**config.mk**
```make
export PLATFORM = sky130hd
export DESIGN_NAME = iee_core
export DESIGN_NICKNAME = d
export VERILOG_FILES = /design/src/verilog/iee_pkg.sv /design/src/verilog/iee_prio_pick.sv /design/src/verilog/iee_core.sv
export SDC_FILE = /design/constraint.sdc
export NUM_CORES = 1
export LEC_CHECK = 0
export BUFFER_PORTS_ARGS = -buffer_cell sky130_fd_sc_hd__buf_4
export CAP_MARGIN = 40
export CORE_MARGIN = 8
export CORE_UTILIZATION = 32
export DETAILED_ROUTE_END_ITERATION = 8
export GPL_ROUTABILITY_DRIVEN = 0
export PLACE_DENSITY = 0.58
export SETUP_SLACK_MARGIN = 0.05
export SLEW_MARGIN = 20
export SYNTH_ARGS = -nofsm -noshare
export SYNTH_HDL_FRONTEND = slang
export SYNTH_SLANG_ARGS = --single-unit
```
**constraint.sdc**
```tcl
create_clock -name i_clk -period 2.55 [get_ports i_clk]
set_input_delay 0.255 -clock i_clk [delete_from_list [all_inputs] [get_ports i_clk]]
set_output_delay 0.255 -clock i_clk [all_outputs]
set_load 0.02 [all_outputs]
```
**src/verilog/iee_pkg.sv**
```systemverilog
// constants and types shared by the interrupt entry/exit sequencer
// Operation
// - accepting an interrupt clears global enable
// - global enable set in handler allows nesting
// - return from handler sets global enable
// - vectoring clears the served flag
// - writing one clears a flag
// - flag latches while its enable is off
// - pending flags served by priority once enabled
// - level requests count only while present
// - one program instruction runs after return
// - status register never saved or restored
// - clear-enable instruction blocks interrupts at once
// - instruction after set-enable runs first
// - entry takes four cycles, pushes return address
// - vector jump takes three cycles
// - multi-cycle instruction finishes before entry
// - wake from sleep adds four cycles
// - return takes four cycles, pops two bytes
// - lowest vector number wins, request zero first
// - needs individual and global enable set
// - entry push lowers stack pointer by two
package iee_pkg;
  localparam int unsigned PC_W      = 16;
  localparam int unsigned SP_W      = 16;
  localparam logic [15:0] SP_RST    = 16'h02ff;
  localparam logic [15:0] BYTE_STEP = 16'h0001;
  localparam logic [15:0] POP_HI_OFS = 16'h0001;
  localparam logic [15:0] POP_LO_OFS = 16'h0002;
  localparam logic [15:0] VEC_BASE  = 16'h0000;
  localparam logic [15:0] VEC_STRIDE = 16'h0002;
  localparam logic [2:0]  ENTRY_CYC = 3'h4;
  localparam logic [2:0]  WAKE_CYC  = 3'h4;
  localparam logic [2:0]  JUMP_CYC  = 3'h3;
  localparam logic [2:0]  RET_CYC   = 3'h4;

  typedef enum logic [2:0] {
    ST_RUN,
    ST_WAKE,
    ST_ENTRY,
    ST_JUMP,
    ST_RETURN
  } iee_state_t;

  // one byte-wide stack memory request
  typedef struct packed {
    logic        we;
    logic        re;
    logic [15:0] addr;
    logic [7:0]  wdata;
  } iee_stk_t;

  // source n sits n+1 slots above the reset vector
  function automatic logic [15:0] iee_vec_addr(input logic [15:0] idx);
    iee_vec_addr = VEC_BASE + VEC_STRIDE * (idx + 16'h0001);
  endfunction
endpackage

```
**src/verilog/iee_prio_pick.sv**
```systemverilog
// fixed priority picker: lowest source index wins
`timescale 1ns/100ps
`default_nettype none
module iee_prio_pick #(
  parameter int unsigned N  = 8,
  parameter int unsigned IW = 3
) (
  input  wire logic [N-1:0]  i_req,
  output logic               o_any,
  output logic [IW-1:0]      o_idx
);
  // scan downward so the lowest set index is written last
  always_comb begin
    o_any = |i_req;
    o_idx = '0;
    for (int k = N - 1; k >= 0; k--) begin
      if (i_req[k]) begin
        o_idx = IW'(k);
      end
    end
  end
endmodule
`default_nettype wire

```
**src/verilog/iee_core.sv**
```systemverilog
// interrupt entry and exit sequencer for the cpu core
`timescale 1ns/100ps
`default_nettype none
module iee_core #(
  parameter int unsigned      NSRC      = 8,
  parameter int unsigned      IW        = 3,
  parameter logic [NSRC-1:0]  FLAG_TYPE = {NSRC{1'b1}}
) (
  input  wire logic                    i_clk,
  input  wire logic                    i_sys_rst,
  input  wire logic                    i_ce,
  input  wire logic [NSRC-1:0]         i_src_cond,
  input  wire logic [NSRC-1:0]         i_src_en,
  input  wire logic                    i_flag_clr_wr,
  input  wire logic [NSRC-1:0]         i_flag_clr_data,
  input  wire logic                    i_insn_done,
  input  wire logic                    i_op_sei,
  input  wire logic                    i_op_cli,
  input  wire logic                    i_op_return_from_handler_op,
  input  wire logic                    i_gie_wr,
  input  wire logic                    i_gie_wdata,
  input  wire logic                    i_sp_wr,
  input  wire logic [15:0]             i_sp_wdata,
  input  wire logic                    i_sleeping,
  input  wire logic                    i_wake_ok,
  input  wire logic [15:0]             i_ret_pc,
  input  wire logic [7:0]              i_stack_rdata,
  output logic                         o_gie,
  output logic [NSRC-1:0]              o_flags,
  output logic [15:0]                  o_sp,
  output iee_pkg::iee_stk_t            o_stk,
  output logic                         o_pc_load,
  output logic [15:0]                  o_pc_val,
  output logic                         o_ack,
  output logic [IW-1:0]                o_ack_idx,
  output logic                         o_busy,
  output logic                         o_in_vec
);

  typedef struct packed {
    iee_pkg::iee_state_t st;
    logic [2:0]          cnt;
    logic                gie;
    logic [15:0]         sp;
    logic [NSRC-1:0]     flags;
    logic [7:0]          pc_hi;
    logic [IW-1:0]       idx;
    iee_pkg::iee_stk_t   stk;
    logic                pc_load;
    logic [15:0]         pc_val;
    logic                ack;
    logic                busy;
    logic                in_vec;
  } iee_core_st_t;

  iee_core_st_t state_r;
  iee_core_st_t state_nxt;
  logic [NSRC-1:0] req;
  logic            req_any;
  logic [IW-1:0]   req_idx;
  logic            boundary;
  logic            accept;
  logic            wake_accept;

  // latched flags need their enable; level sources pass through unlatched but also need it
  always_comb begin
    req = (state_r.flags & i_src_en)
        | (i_src_cond & ~FLAG_TYPE & i_src_en);
  end

  iee_prio_pick #(
    .N  (NSRC),
    .IW (IW)
  ) u_pick (
    .i_req (req),
    .o_any (req_any),
    .o_idx (req_idx)
  );

  // entry only between instructions; sei/cli/return_from_handler_op boundaries never qualify
  always_comb begin
    boundary = i_insn_done & ~i_op_sei & ~i_op_cli & ~i_op_return_from_handler_op;
    accept   = (state_r.st == iee_pkg::ST_RUN) & boundary & ~i_sleeping
             & state_r.gie & req_any;
    wake_accept = (state_r.st == iee_pkg::ST_RUN) & i_sleeping & i_wake_ok
                & ~i_op_cli & state_r.gie & req_any;
  end

  // next state of the whole sequencer
  always_comb begin
    state_nxt = state_r;
    state_nxt.stk.we  = 1'b0;
    state_nxt.stk.re  = 1'b0;
    state_nxt.pc_load = 1'b0;
    state_nxt.ack     = 1'b0;

    // software clear first, event set last so a simultaneous event wins
    if (i_flag_clr_wr) begin
      state_nxt.flags = state_nxt.flags & ~i_flag_clr_data;
    end

    // only the enable bit is touched; other status bits belong to software
    if (state_r.st == iee_pkg::ST_RUN) begin
      if (i_gie_wr) begin
        state_nxt.gie = i_gie_wdata;
      end
      if (i_op_sei & i_insn_done) begin
        state_nxt.gie = 1'b1;
      end
      if (i_op_cli) begin
        state_nxt.gie = 1'b0;
      end
      if (i_sp_wr) begin
        state_nxt.sp = i_sp_wdata;
      end
    end

    case (state_r.st)
      iee_pkg::ST_RUN: begin
        if (i_op_return_from_handler_op & i_insn_done) begin
          // first pop: high byte sits just above the stack pointer
          state_nxt.st       = iee_pkg::ST_RETURN;
          state_nxt.cnt      = 3'h0;
          state_nxt.busy     = 1'b1;
          state_nxt.stk.re   = 1'b1;
          state_nxt.stk.addr = state_r.sp + iee_pkg::POP_HI_OFS;
        end else if (wake_accept) begin
          state_nxt.st   = iee_pkg::ST_WAKE;
          state_nxt.cnt  = 3'h0;
          state_nxt.busy = 1'b1;
          state_nxt.gie  = 1'b0;
          state_nxt.idx  = req_idx;
        end else if (accept) begin
          // push low byte of the resume address now
          state_nxt.st        = iee_pkg::ST_ENTRY;
          state_nxt.cnt       = 3'h0;
          state_nxt.busy      = 1'b1;
          state_nxt.gie       = 1'b0;
          state_nxt.idx       = req_idx;
          state_nxt.stk.we    = 1'b1;
          state_nxt.stk.addr  = state_r.sp;
          state_nxt.stk.wdata = i_ret_pc[7:0];
          state_nxt.sp        = state_r.sp - iee_pkg::BYTE_STEP;
          state_nxt.pc_hi     = i_ret_pc[15:8];
        end
      end

      iee_pkg::ST_WAKE: begin
        // extra wake-up cycles, then the normal entry push
        state_nxt.cnt = state_r.cnt + 3'h1;
        if (state_r.cnt == iee_pkg::WAKE_CYC - 3'h1) begin
          state_nxt.st        = iee_pkg::ST_ENTRY;
          state_nxt.cnt       = 3'h0;
          state_nxt.stk.we    = 1'b1;
          state_nxt.stk.addr  = state_r.sp;
          state_nxt.stk.wdata = i_ret_pc[7:0];
          state_nxt.sp        = state_r.sp - iee_pkg::BYTE_STEP;
          state_nxt.pc_hi     = i_ret_pc[15:8];
        end
      end

      iee_pkg::ST_ENTRY: begin
        state_nxt.cnt = state_r.cnt + 3'h1;
        if (state_r.cnt == 3'h0) begin
          state_nxt.stk.we    = 1'b1;
          state_nxt.stk.addr  = state_r.sp;
          state_nxt.stk.wdata = state_r.pc_hi;
          state_nxt.sp        = state_r.sp - iee_pkg::BYTE_STEP;
        end
        if (state_r.cnt == iee_pkg::ENTRY_CYC - 3'h2) begin
          state_nxt.st      = iee_pkg::ST_JUMP;
          state_nxt.cnt     = 3'h0;
          state_nxt.busy    = 1'b0;
          state_nxt.in_vec  = 1'b1;
          state_nxt.pc_load = 1'b1;
          state_nxt.pc_val  = iee_pkg::iee_vec_addr(16'(state_r.idx));
          state_nxt.ack     = 1'b1;
          // hardware clear of the served flag; set still wins below
          state_nxt.flags[state_r.idx] = 1'b0;
        end
      end

      iee_pkg::ST_JUMP: begin
        // core runs the vector's jump; nothing may be accepted meanwhile
        state_nxt.cnt = state_r.cnt + 3'h1;
        if (state_r.cnt == iee_pkg::JUMP_CYC - 3'h1) begin
          state_nxt.st     = iee_pkg::ST_RUN;
          state_nxt.in_vec = 1'b0;
        end
      end

      iee_pkg::ST_RETURN: begin
        state_nxt.cnt = state_r.cnt + 3'h1;
        if (state_r.cnt == 3'h0) begin
          state_nxt.stk.re   = 1'b1;
          state_nxt.stk.addr = state_r.sp + iee_pkg::POP_LO_OFS;
        end
        if (state_r.cnt == 3'h1) begin
          state_nxt.pc_hi = i_stack_rdata;
        end
        // back to run: next boundary is the resumed instruction's own
        if (state_r.cnt == iee_pkg::RET_CYC - 3'h2) begin
          state_nxt.st      = iee_pkg::ST_RUN;
          state_nxt.busy    = 1'b0;
          state_nxt.pc_load = 1'b1;
          state_nxt.pc_val  = {state_r.pc_hi, i_stack_rdata};
          state_nxt.sp      = state_r.sp + iee_pkg::POP_LO_OFS;
          state_nxt.gie     = 1'b1;
        end
      end

      default: begin
        state_nxt.st = iee_pkg::ST_RUN;
      end
    endcase

    // events are never lost to a clear in the same cycle
    state_nxt.flags = state_nxt.flags | (i_src_cond & FLAG_TYPE);
  end

  // single state register; clock enable freezes everything
  always_ff @(posedge i_clk or posedge i_sys_rst) begin
    if (i_sys_rst) begin
      state_r       <= '0;
      state_r.st    <= iee_pkg::ST_RUN;
      state_r.sp    <= iee_pkg::SP_RST;
    end else if (i_ce) begin
      state_r <= state_nxt;
    end
  end

  // outputs straight from the state flops
  assign o_gie     = state_r.gie;
  assign o_flags   = state_r.flags;
  assign o_sp      = state_r.sp;
  assign o_stk     = state_r.stk;
  assign o_pc_load = state_r.pc_load;
  assign o_pc_val  = state_r.pc_val;
  assign o_ack     = state_r.ack;
  assign o_ack_idx = state_r.idx;
  assign o_busy    = state_r.busy;
  assign o_in_vec  = state_r.in_vec;
endmodule
`default_nettype wire

```
==> results of run 1 <==
-- flip-flops by register name, indices dropped and copies added, names as in the netlist --
signal / flops
o_pc_load: 1
o_in_vec: 1
state_r: 14
o_pc_val: 16
o_ack: 1
o_busy: 1
o_flags: 8
o_stk: 26
o_sp: 16
o_ack_idx: 3
o_gie: 1
-- routing by layer --
layer	vias up	GRT usage (%)	part of all wire, %	wire, µm
met5	-	0	0	0
met4	0	4.622	1.4	306
met3	22	3.613	5.7	1211
met2	176	27.55	48	10230
met1	2799	22.68	45	9468
li1	2848	-	-	-
-- timing repair --
action,in CTS,in global routing
endpoints found under the setup margin,0,9
setup buffers,0,3
endpoints found under the hold margin,0,4
hold buffers,0,1
gates resized for setup,0,7
-- report_power, final --
part           switching (mW)  internal, mW  leakage (nW)  total (mW)
clock network           0.663         0.693         0.143        1.36
registers               0.630          1.94          1.11        2.57
logic                    2.83          2.20          2.38        5.03
total                    4.13          4.83          3.64        8.96
-- kinds of logic (layout without fill, tap and decap cells) --
kind of cell / Yosys count / in the layout / share of synthesized area (%)
AO/OA/AOI/OAI: 226 / 226 / 24.72
AND/OR/NAND/NOR: 235 / 235 / 18.37
XOR/XNOR: 18 / 18 / 2.494
adder cells (fa/ha/maj): 12 / 12 / 2.375
buffers and inverters: 134 / 245 / 12.31
flip-flops: 88 / 88 / 35.02
multiplexers: 28 / 28 / 4.711
-- how the worst min path moves through the flow --
stage,cells after the start,from,to
after floorplan,2,i_stack_rdata[0],o_pc_val[0]
after global placement,3,i_sys_rst,o_stk[4]
after detailed placement,3,i_sys_rst,o_stk[2]
after CTS,3,i_sys_rst,state_r[52]
after global routing,2,i_src_cond[6],o_flags[6]
final,2,i_src_cond[6],o_flags[6]
-- cells in the mapped netlist, drive strengths merged, types with 6 or more instances --
| cell type | count |
|---|---|
| a211oi | 8 |
| a21o | 12 |
| a21oi | 51 |
| a22o | 24 |
| a22oi | 6 |
| a31oi | 12 |
| buf | 83 |
| clkbuf | 32 |
| dfrtp | 79 |
| dfstp | 9 |
| ha | 12 |
| inv | 18 |
| mux2 | 14 |
| mux2i | 14 |
| nand2 | 100 |
| nand3 | 28 |
| nand4 | 7 |
| nor2 | 34 |
| nor3 | 19 |
| o21ai | 55 |
| o31ai | 6 |
| xnor2 | 9 |
| xor2 | 9 |
-- area by class of cell --
| type | instances | share of cell area [%] |
|---|---|---|
| repair buffers | 210 | 20.58 |
| clock buffers | 9 | 2.847 |
| multi-input cells | 519 | 42.53 |
| clock inverters | 7 | 0.9174 |
| flip-flops and latches | 88 | 27.98 |
| inverters | 19 | 0.9491 |
| well taps | 265 | 4.192 |
-- through the flow --
step	total power [mW]	hold slack [ns]
floorplan	5.873	0.3877
global placement	7.472	0.3986
detailed placement	7.493	0.3982
CTS	8.887	0.01173
global route	9.582	0.1214
finish	8.961	0.1268
-- worst register-to-register path, stage by stage (launching register included) --
cell and delay (ns):
dfrtp_1 0.42, a22o_2 0.29, o41a_4 0.56, nand3_1 0.14, o2111ai_1 0.13, a21oi_2 0.19, buf_4 0.20, mux2_2 0.34
==> impl_metrics.csv, run 1 <==
group,metric,value,unit
worst_setup_path,r2r_cells,7,
yosys,synth_cells,741,
worst_setup_path,reg2reg_to,"state_r[49]",
yosys,async_flop_share,100.0,%
cells_and_area,final_util,40.78,%
detailed_routing,avgRoutedWirePerCell,18.99,µm
yosys,ys_seq_elements,88,
sta,finClkSkew,0.01404,ns
floorplanning,die_h,156.5,µm
sta,final_hold_viol_count,0,
sta,fin_ws,0.1753,ns
clocking,clock_sinks,88,
worst_setup_path,path_cells,"a22o_2 -> o41a_4 -> nand3_1 -> o2111ai_1 -> a21oi_2 -> buf_4 -> mux2_2",
global_route,grt_pass1_wl,32840,µm
clocking,clkTransAtPathRegs,0.08,ns
yosys,synth-edff-count,0,
sta,period_share,93.12,%
yosys,syn_area,6321,µm²
worst_setup_path,cp_max_fo,8,
min_path,hold_class,"primary input to register",
detailed_routing,drt_iter0_markers,481,
floorplanning,dieArea,24510,µm²
worst_setup_path,crit_required,2.79,ns
power_and_ir_drop,peakVddDrop,0.4605,mV
yosys,synth_cell_type_count,78,
cells_and_area,fin_cells,1117,
worst_setup_path,critical-path-max-stage-delay,0.56,ns
floorplanning,num_rows,51,
worst_setup_path,r2r_slack,0.18,ns
yosys,yosysTopAreaCellShare,31.27,%
worst_setup_path,critPathKind,"register to register",
global_route,grt_overflow,0,
yosys,ys_seq_area_share,35.02,%
floorplanning,core_area,19400,µm²
global_route,grt_max_degree,58,
worst_setup_path,crit_slowest_cell,"o41a_4",
clocking,cts_tree,"built",
cells_and_area,multi_input_area,3364,µm²
floorplanning,io_pins,151,
clocking,clkLatencyLatePin,0.36,ns
detailed_routing,drt-total-wl,21210,µm
power_and_ir_drop,p_per_area,1133,nW/µm²
detailed_routing,antenna_left,0,
detailed_routing,vias_per_cell,5.233,
detailed_routing,vias,5845,
clocking,cts_buffers,9,
placement,dpl_cell_area,7512,µm²
clocking,clock_tree.buffer_depth,2,
cells_and_area,layout-drive-gt1-share,33.10,%
worst_setup_path,setup.worst_path.end_class,"register",
cells_and_area,syn_to_final_growth,25.14,%
cells_and_area,antennaDiodeCount,0,
yosys,synth_area_leader_cell,"dfrtp_1",
worst_setup_path,crit_end,"state_r[49]",
floorplanning,start_util,32.59,%
sta,rsz0062_at_grt,"yes",
global_route,grt_pass1_vias,5747,
worst_setup_path,cp.arrival,2.62,ns
cells_and_area,mostFrequentLayoutCells,"205 x buf_4, 100 x nand2_1, 79 x dfrtp_1, 54 x o21ai_0, 50 x a21oi_1",
clocking,cts_max_level,3,
sta,setup_violations,0,
sta,drv_slew,0,
flow_run,maxCapViolations,0,
worst_setup_path,crit_cells,7,
yosys,synth_area_leaders,"dfrtp_1 31%, buf_4 8.2%, nand2_1 5.9%",
power_and_ir_drop,p_leak,3.641,nW
cells_and_area,finalInstanceArea,7910,µm²
sta,fin_tns_setup,0,ns
detailed_routing,post-route-drc-count,0,
outcome,status,"completed",
placement,port_buffers,150,
worst_setup_path,cp-start-kind,"register",
global_route,antenna_found_initial,0,
yosys,syn_avg_cell_area,8.530,µm²
yosys,synth.net_count,830,
global_route,grt_use_total,17.08,%
yosys,ys.warnings.count,0,
cells_and_area,regArea,2213,µm²
sta,max_freq,0.4211,GHz
detailed_routing,drt_first_pass_iters,5,
worst_setup_path,cp_num_buf_inv,1,
placement,dp.cells,1096,
sta,worstMarginPinSlew,0.6534,ns
sta,fin_crit,2.375,ns
cells_and_area,fillers,2011,
yosys,ys.flop_type,"dfrtp_1",
worst_setup_path,crit_family,"compound AO/OA/AOI/OAI gates",
sta,max-slew-margin-rel,56.28,%
placement,dp_hpwl,16300,µm
cells_and_area,layout_commonest_cell,"buf_4",
placement,dpl_worst_slack,0.1323,ns
cells_and_area,nNetsFinal,936,
worst_setup_path,crit_start,"o_flags[0]",
clocking,cts.root.buffer_cell,"clkbuf_16",
floorplanning,die_w,156.5,µm
worst_setup_path,rr_startpoint,"o_flags[0]",
Power figures use the tool's default switching activity.
==> run 2: changes to the inputs <==
--- a/config.mk
+++ b/config.mk
@@ -6,11 +6,11 @@
 export NUM_CORES = 1
 export LEC_CHECK = 0
 export BUFFER_PORTS_ARGS = -buffer_cell sky130_fd_sc_hd__buf_4
-export CAP_MARGIN = 40
+export CAP_MARGIN = 20
 export CORE_MARGIN = 8
 export CORE_UTILIZATION = 32
+export CTS_BUF_LIST = sky130_fd_sc_hd__clkbuf_4 sky130_fd_sc_hd__clkbuf_8
 export DETAILED_ROUTE_END_ITERATION = 8
-export GPL_ROUTABILITY_DRIVEN = 0
 export PLACE_DENSITY = 0.58
 export SETUP_SLACK_MARGIN = 0.05
 export SLEW_MARGIN = 20
==> impl_metrics.csv, run 2 (synthesis results as in run 1) <==
group,metric,value,unit
global_route,antenna_found_initial,0,
floorplanning,start_util,32.59,%
floorplanning,die_w,156.5,µm
cells_and_area,layout-drive-gt1-share,33.02,%
worst_setup_path,setup.worst_path.end_class,"register",
cells_and_area,layout_commonest_cell,"buf_4",
sta,fin_tns_setup,0,ns
detailed_routing,drt_first_pass_iters,5,
detailed_routing,antenna_left,0,
outcome,status,"completed",
placement,dpl_cell_area,7512,µm²
global_route,grt_pass1_wl,33060,µm
power_and_ir_drop,p_per_area,1107,nW/µm²
clocking,cts_max_level,3,
flow_run,maxCapViolations,0,
worst_setup_path,rr_startpoint,"o_flags[0]",
cells_and_area,largest_reg_flops,26,
detailed_routing,avgRoutedWirePerCell,19.08,µm
min_path,hold_class,"primary input to register",
clocking,clock_sinks,88,
sta,period_share,93.20,%
detailed_routing,vias_per_cell,5.296,
floorplanning,dieArea,24510,µm²
worst_setup_path,critPathKind,"register to register",
cells_and_area,mostFrequentLayoutCells,"205 x buf_4, 100 x nand2_1, 79 x dfrtp_1, 54 x o21ai_0, 50 x a21oi_1",
worst_setup_path,crit_required,2.83,ns
detailed_routing,drt_iter0_markers,426,
detailed_routing,vias,5910,
global_route,grt_overflow,0,
sta,drv_slew,0,
power_and_ir_drop,peakVddDrop,0.3696,mV
floorplanning,num_rows,51,
clocking,clkLatencyLatePin,0.39,ns
cells_and_area,syn_to_final_growth,23.10,%
worst_setup_path,crit_end,"state_r[51]",
sta,max-slew-margin-rel,47.57,%
global_route,grt_pass1_vias,5833,
worst_setup_path,cp_max_fo,8,
floorplanning,die_h,156.5,µm
sta,fin_crit,2.377,ns
sta,max_freq,0.4208,GHz
placement,dp_hpwl,16300,µm
global_route,grt_max_degree,58,
detailed_routing,post-route-drc-count,0,
sta,worstMarginPinSlew,0.7864,ns
cells_and_area,antennaDiodeCount,0,
power_and_ir_drop,p_leak,3.582,nW
clocking,cts_buffers,9,
worst_setup_path,reg2reg_to,"state_r[51]",
clocking,cts.root.buffer_cell,"clkbuf_8",
worst_setup_path,r2r_slack,0.17,ns
worst_setup_path,r2r_cells,7,
global_route,grt_use_total,17.12,%
floorplanning,io_pins,151,
worst_setup_path,cp.arrival,2.66,ns
clocking,clock_tree.buffer_depth,2,
detailed_routing,drt-total-wl,21290,µm
placement,place.gp.congestion,0.8743,
worst_setup_path,crit_start,"o_flags[0]",
clocking,clkTransAtPathRegs,0.11,ns
worst_setup_path,cp-start-kind,"register",
cells_and_area,finalInstanceArea,7781,µm²
sta,rsz0062_at_grt,"yes",
clocking,cts_tree,"built",
cells_and_area,nNetsFinal,935,
sta,final_hold_viol_count,0,
placement,port_buffers,150,
sta,setup_violations,0,
sta,finClkSkew,0.01827,ns
floorplanning,core_area,19400,µm²
run 2: final cells by class:
cell class	instances	area (µm²)
clock buffer	9	123.9
clock inverter	7	72.57
fill	2026	11620
inverter	19	75.07
multi-input combinational	519	3364
sequential	88	2213
tap	265	331.6
timing repair buffer	209	1600
run 2: power breakdown:
part / switching, mW / internal [mW]
combinational: 2.84 / 2.19
clock: 0.628 / 0.385
sequential: 0.629 / 1.94
run 2: critical path, cell delays in order (launching register included):
cell and delay, ns:
dfrtp_1 0.43, a22o_2 0.29, o41a_4 0.55, nand3_1 0.14, o2111ai_1 0.13, a21oi_2 0.18
buf_4 0.20, mux2_2 0.33
run 2: metrics by stage:
step / power, mW / util (%) / setup WS, ns / hold WS (ns) / cells
2_1_floorplan: 5.873 / - / 0.05098 / 0.3877 / 741
3_3_place_gp: 7.472 / 38.73 / 0.1643 / 0.3986 / 1096
3_5_place_dp: 7.493 / 38.73 / 0.1323 / 0.3982 / 1096
4_1_cts: 8.539 / 39.79 / 0.09471 / 0.06978 / 1113
5_1_grt: 9.229 / 40.11 / 0.04033 / 0.07035 / 1116
6_report: 8.614 / 40.11 / 0.1734 / 0.08901 / 1116
run 2: how the worst min path moves through the flow:
stage / start / end / slack, ns / depth (start not counted)
after floorplan: i_stack_rdata[0] / o_pc_val[0] / 0.39 / 2
after global placement: i_sys_rst / o_stk[4] / 0.40 / 3
after detailed placement: i_sys_rst / o_stk[2] / 0.40 / 3
after CTS: i_stack_rdata[5] / o_pc_val[5] / 0.07 / 3
after global routing: i_src_cond[6] / o_flags[6] / 0.07 / 2
final: i_src_cond[6] / o_flags[6] / 0.09 / 2
run 2: repair_timing:
item,CTS,global route
endpoints found under the setup margin,0,12
endpoints found under the hold margin,31,0
resized for setup,0,7
hold buffers,1,0
setup buffers,0,3
run 2: layer usage:
metal / track usage, % / share of wire [%]
met5: 0 / 0
met4: 4.622 / 1.3
met3: 3.502 / 6.6
met2: 27.75 / 48
met1: 22.70 / 44
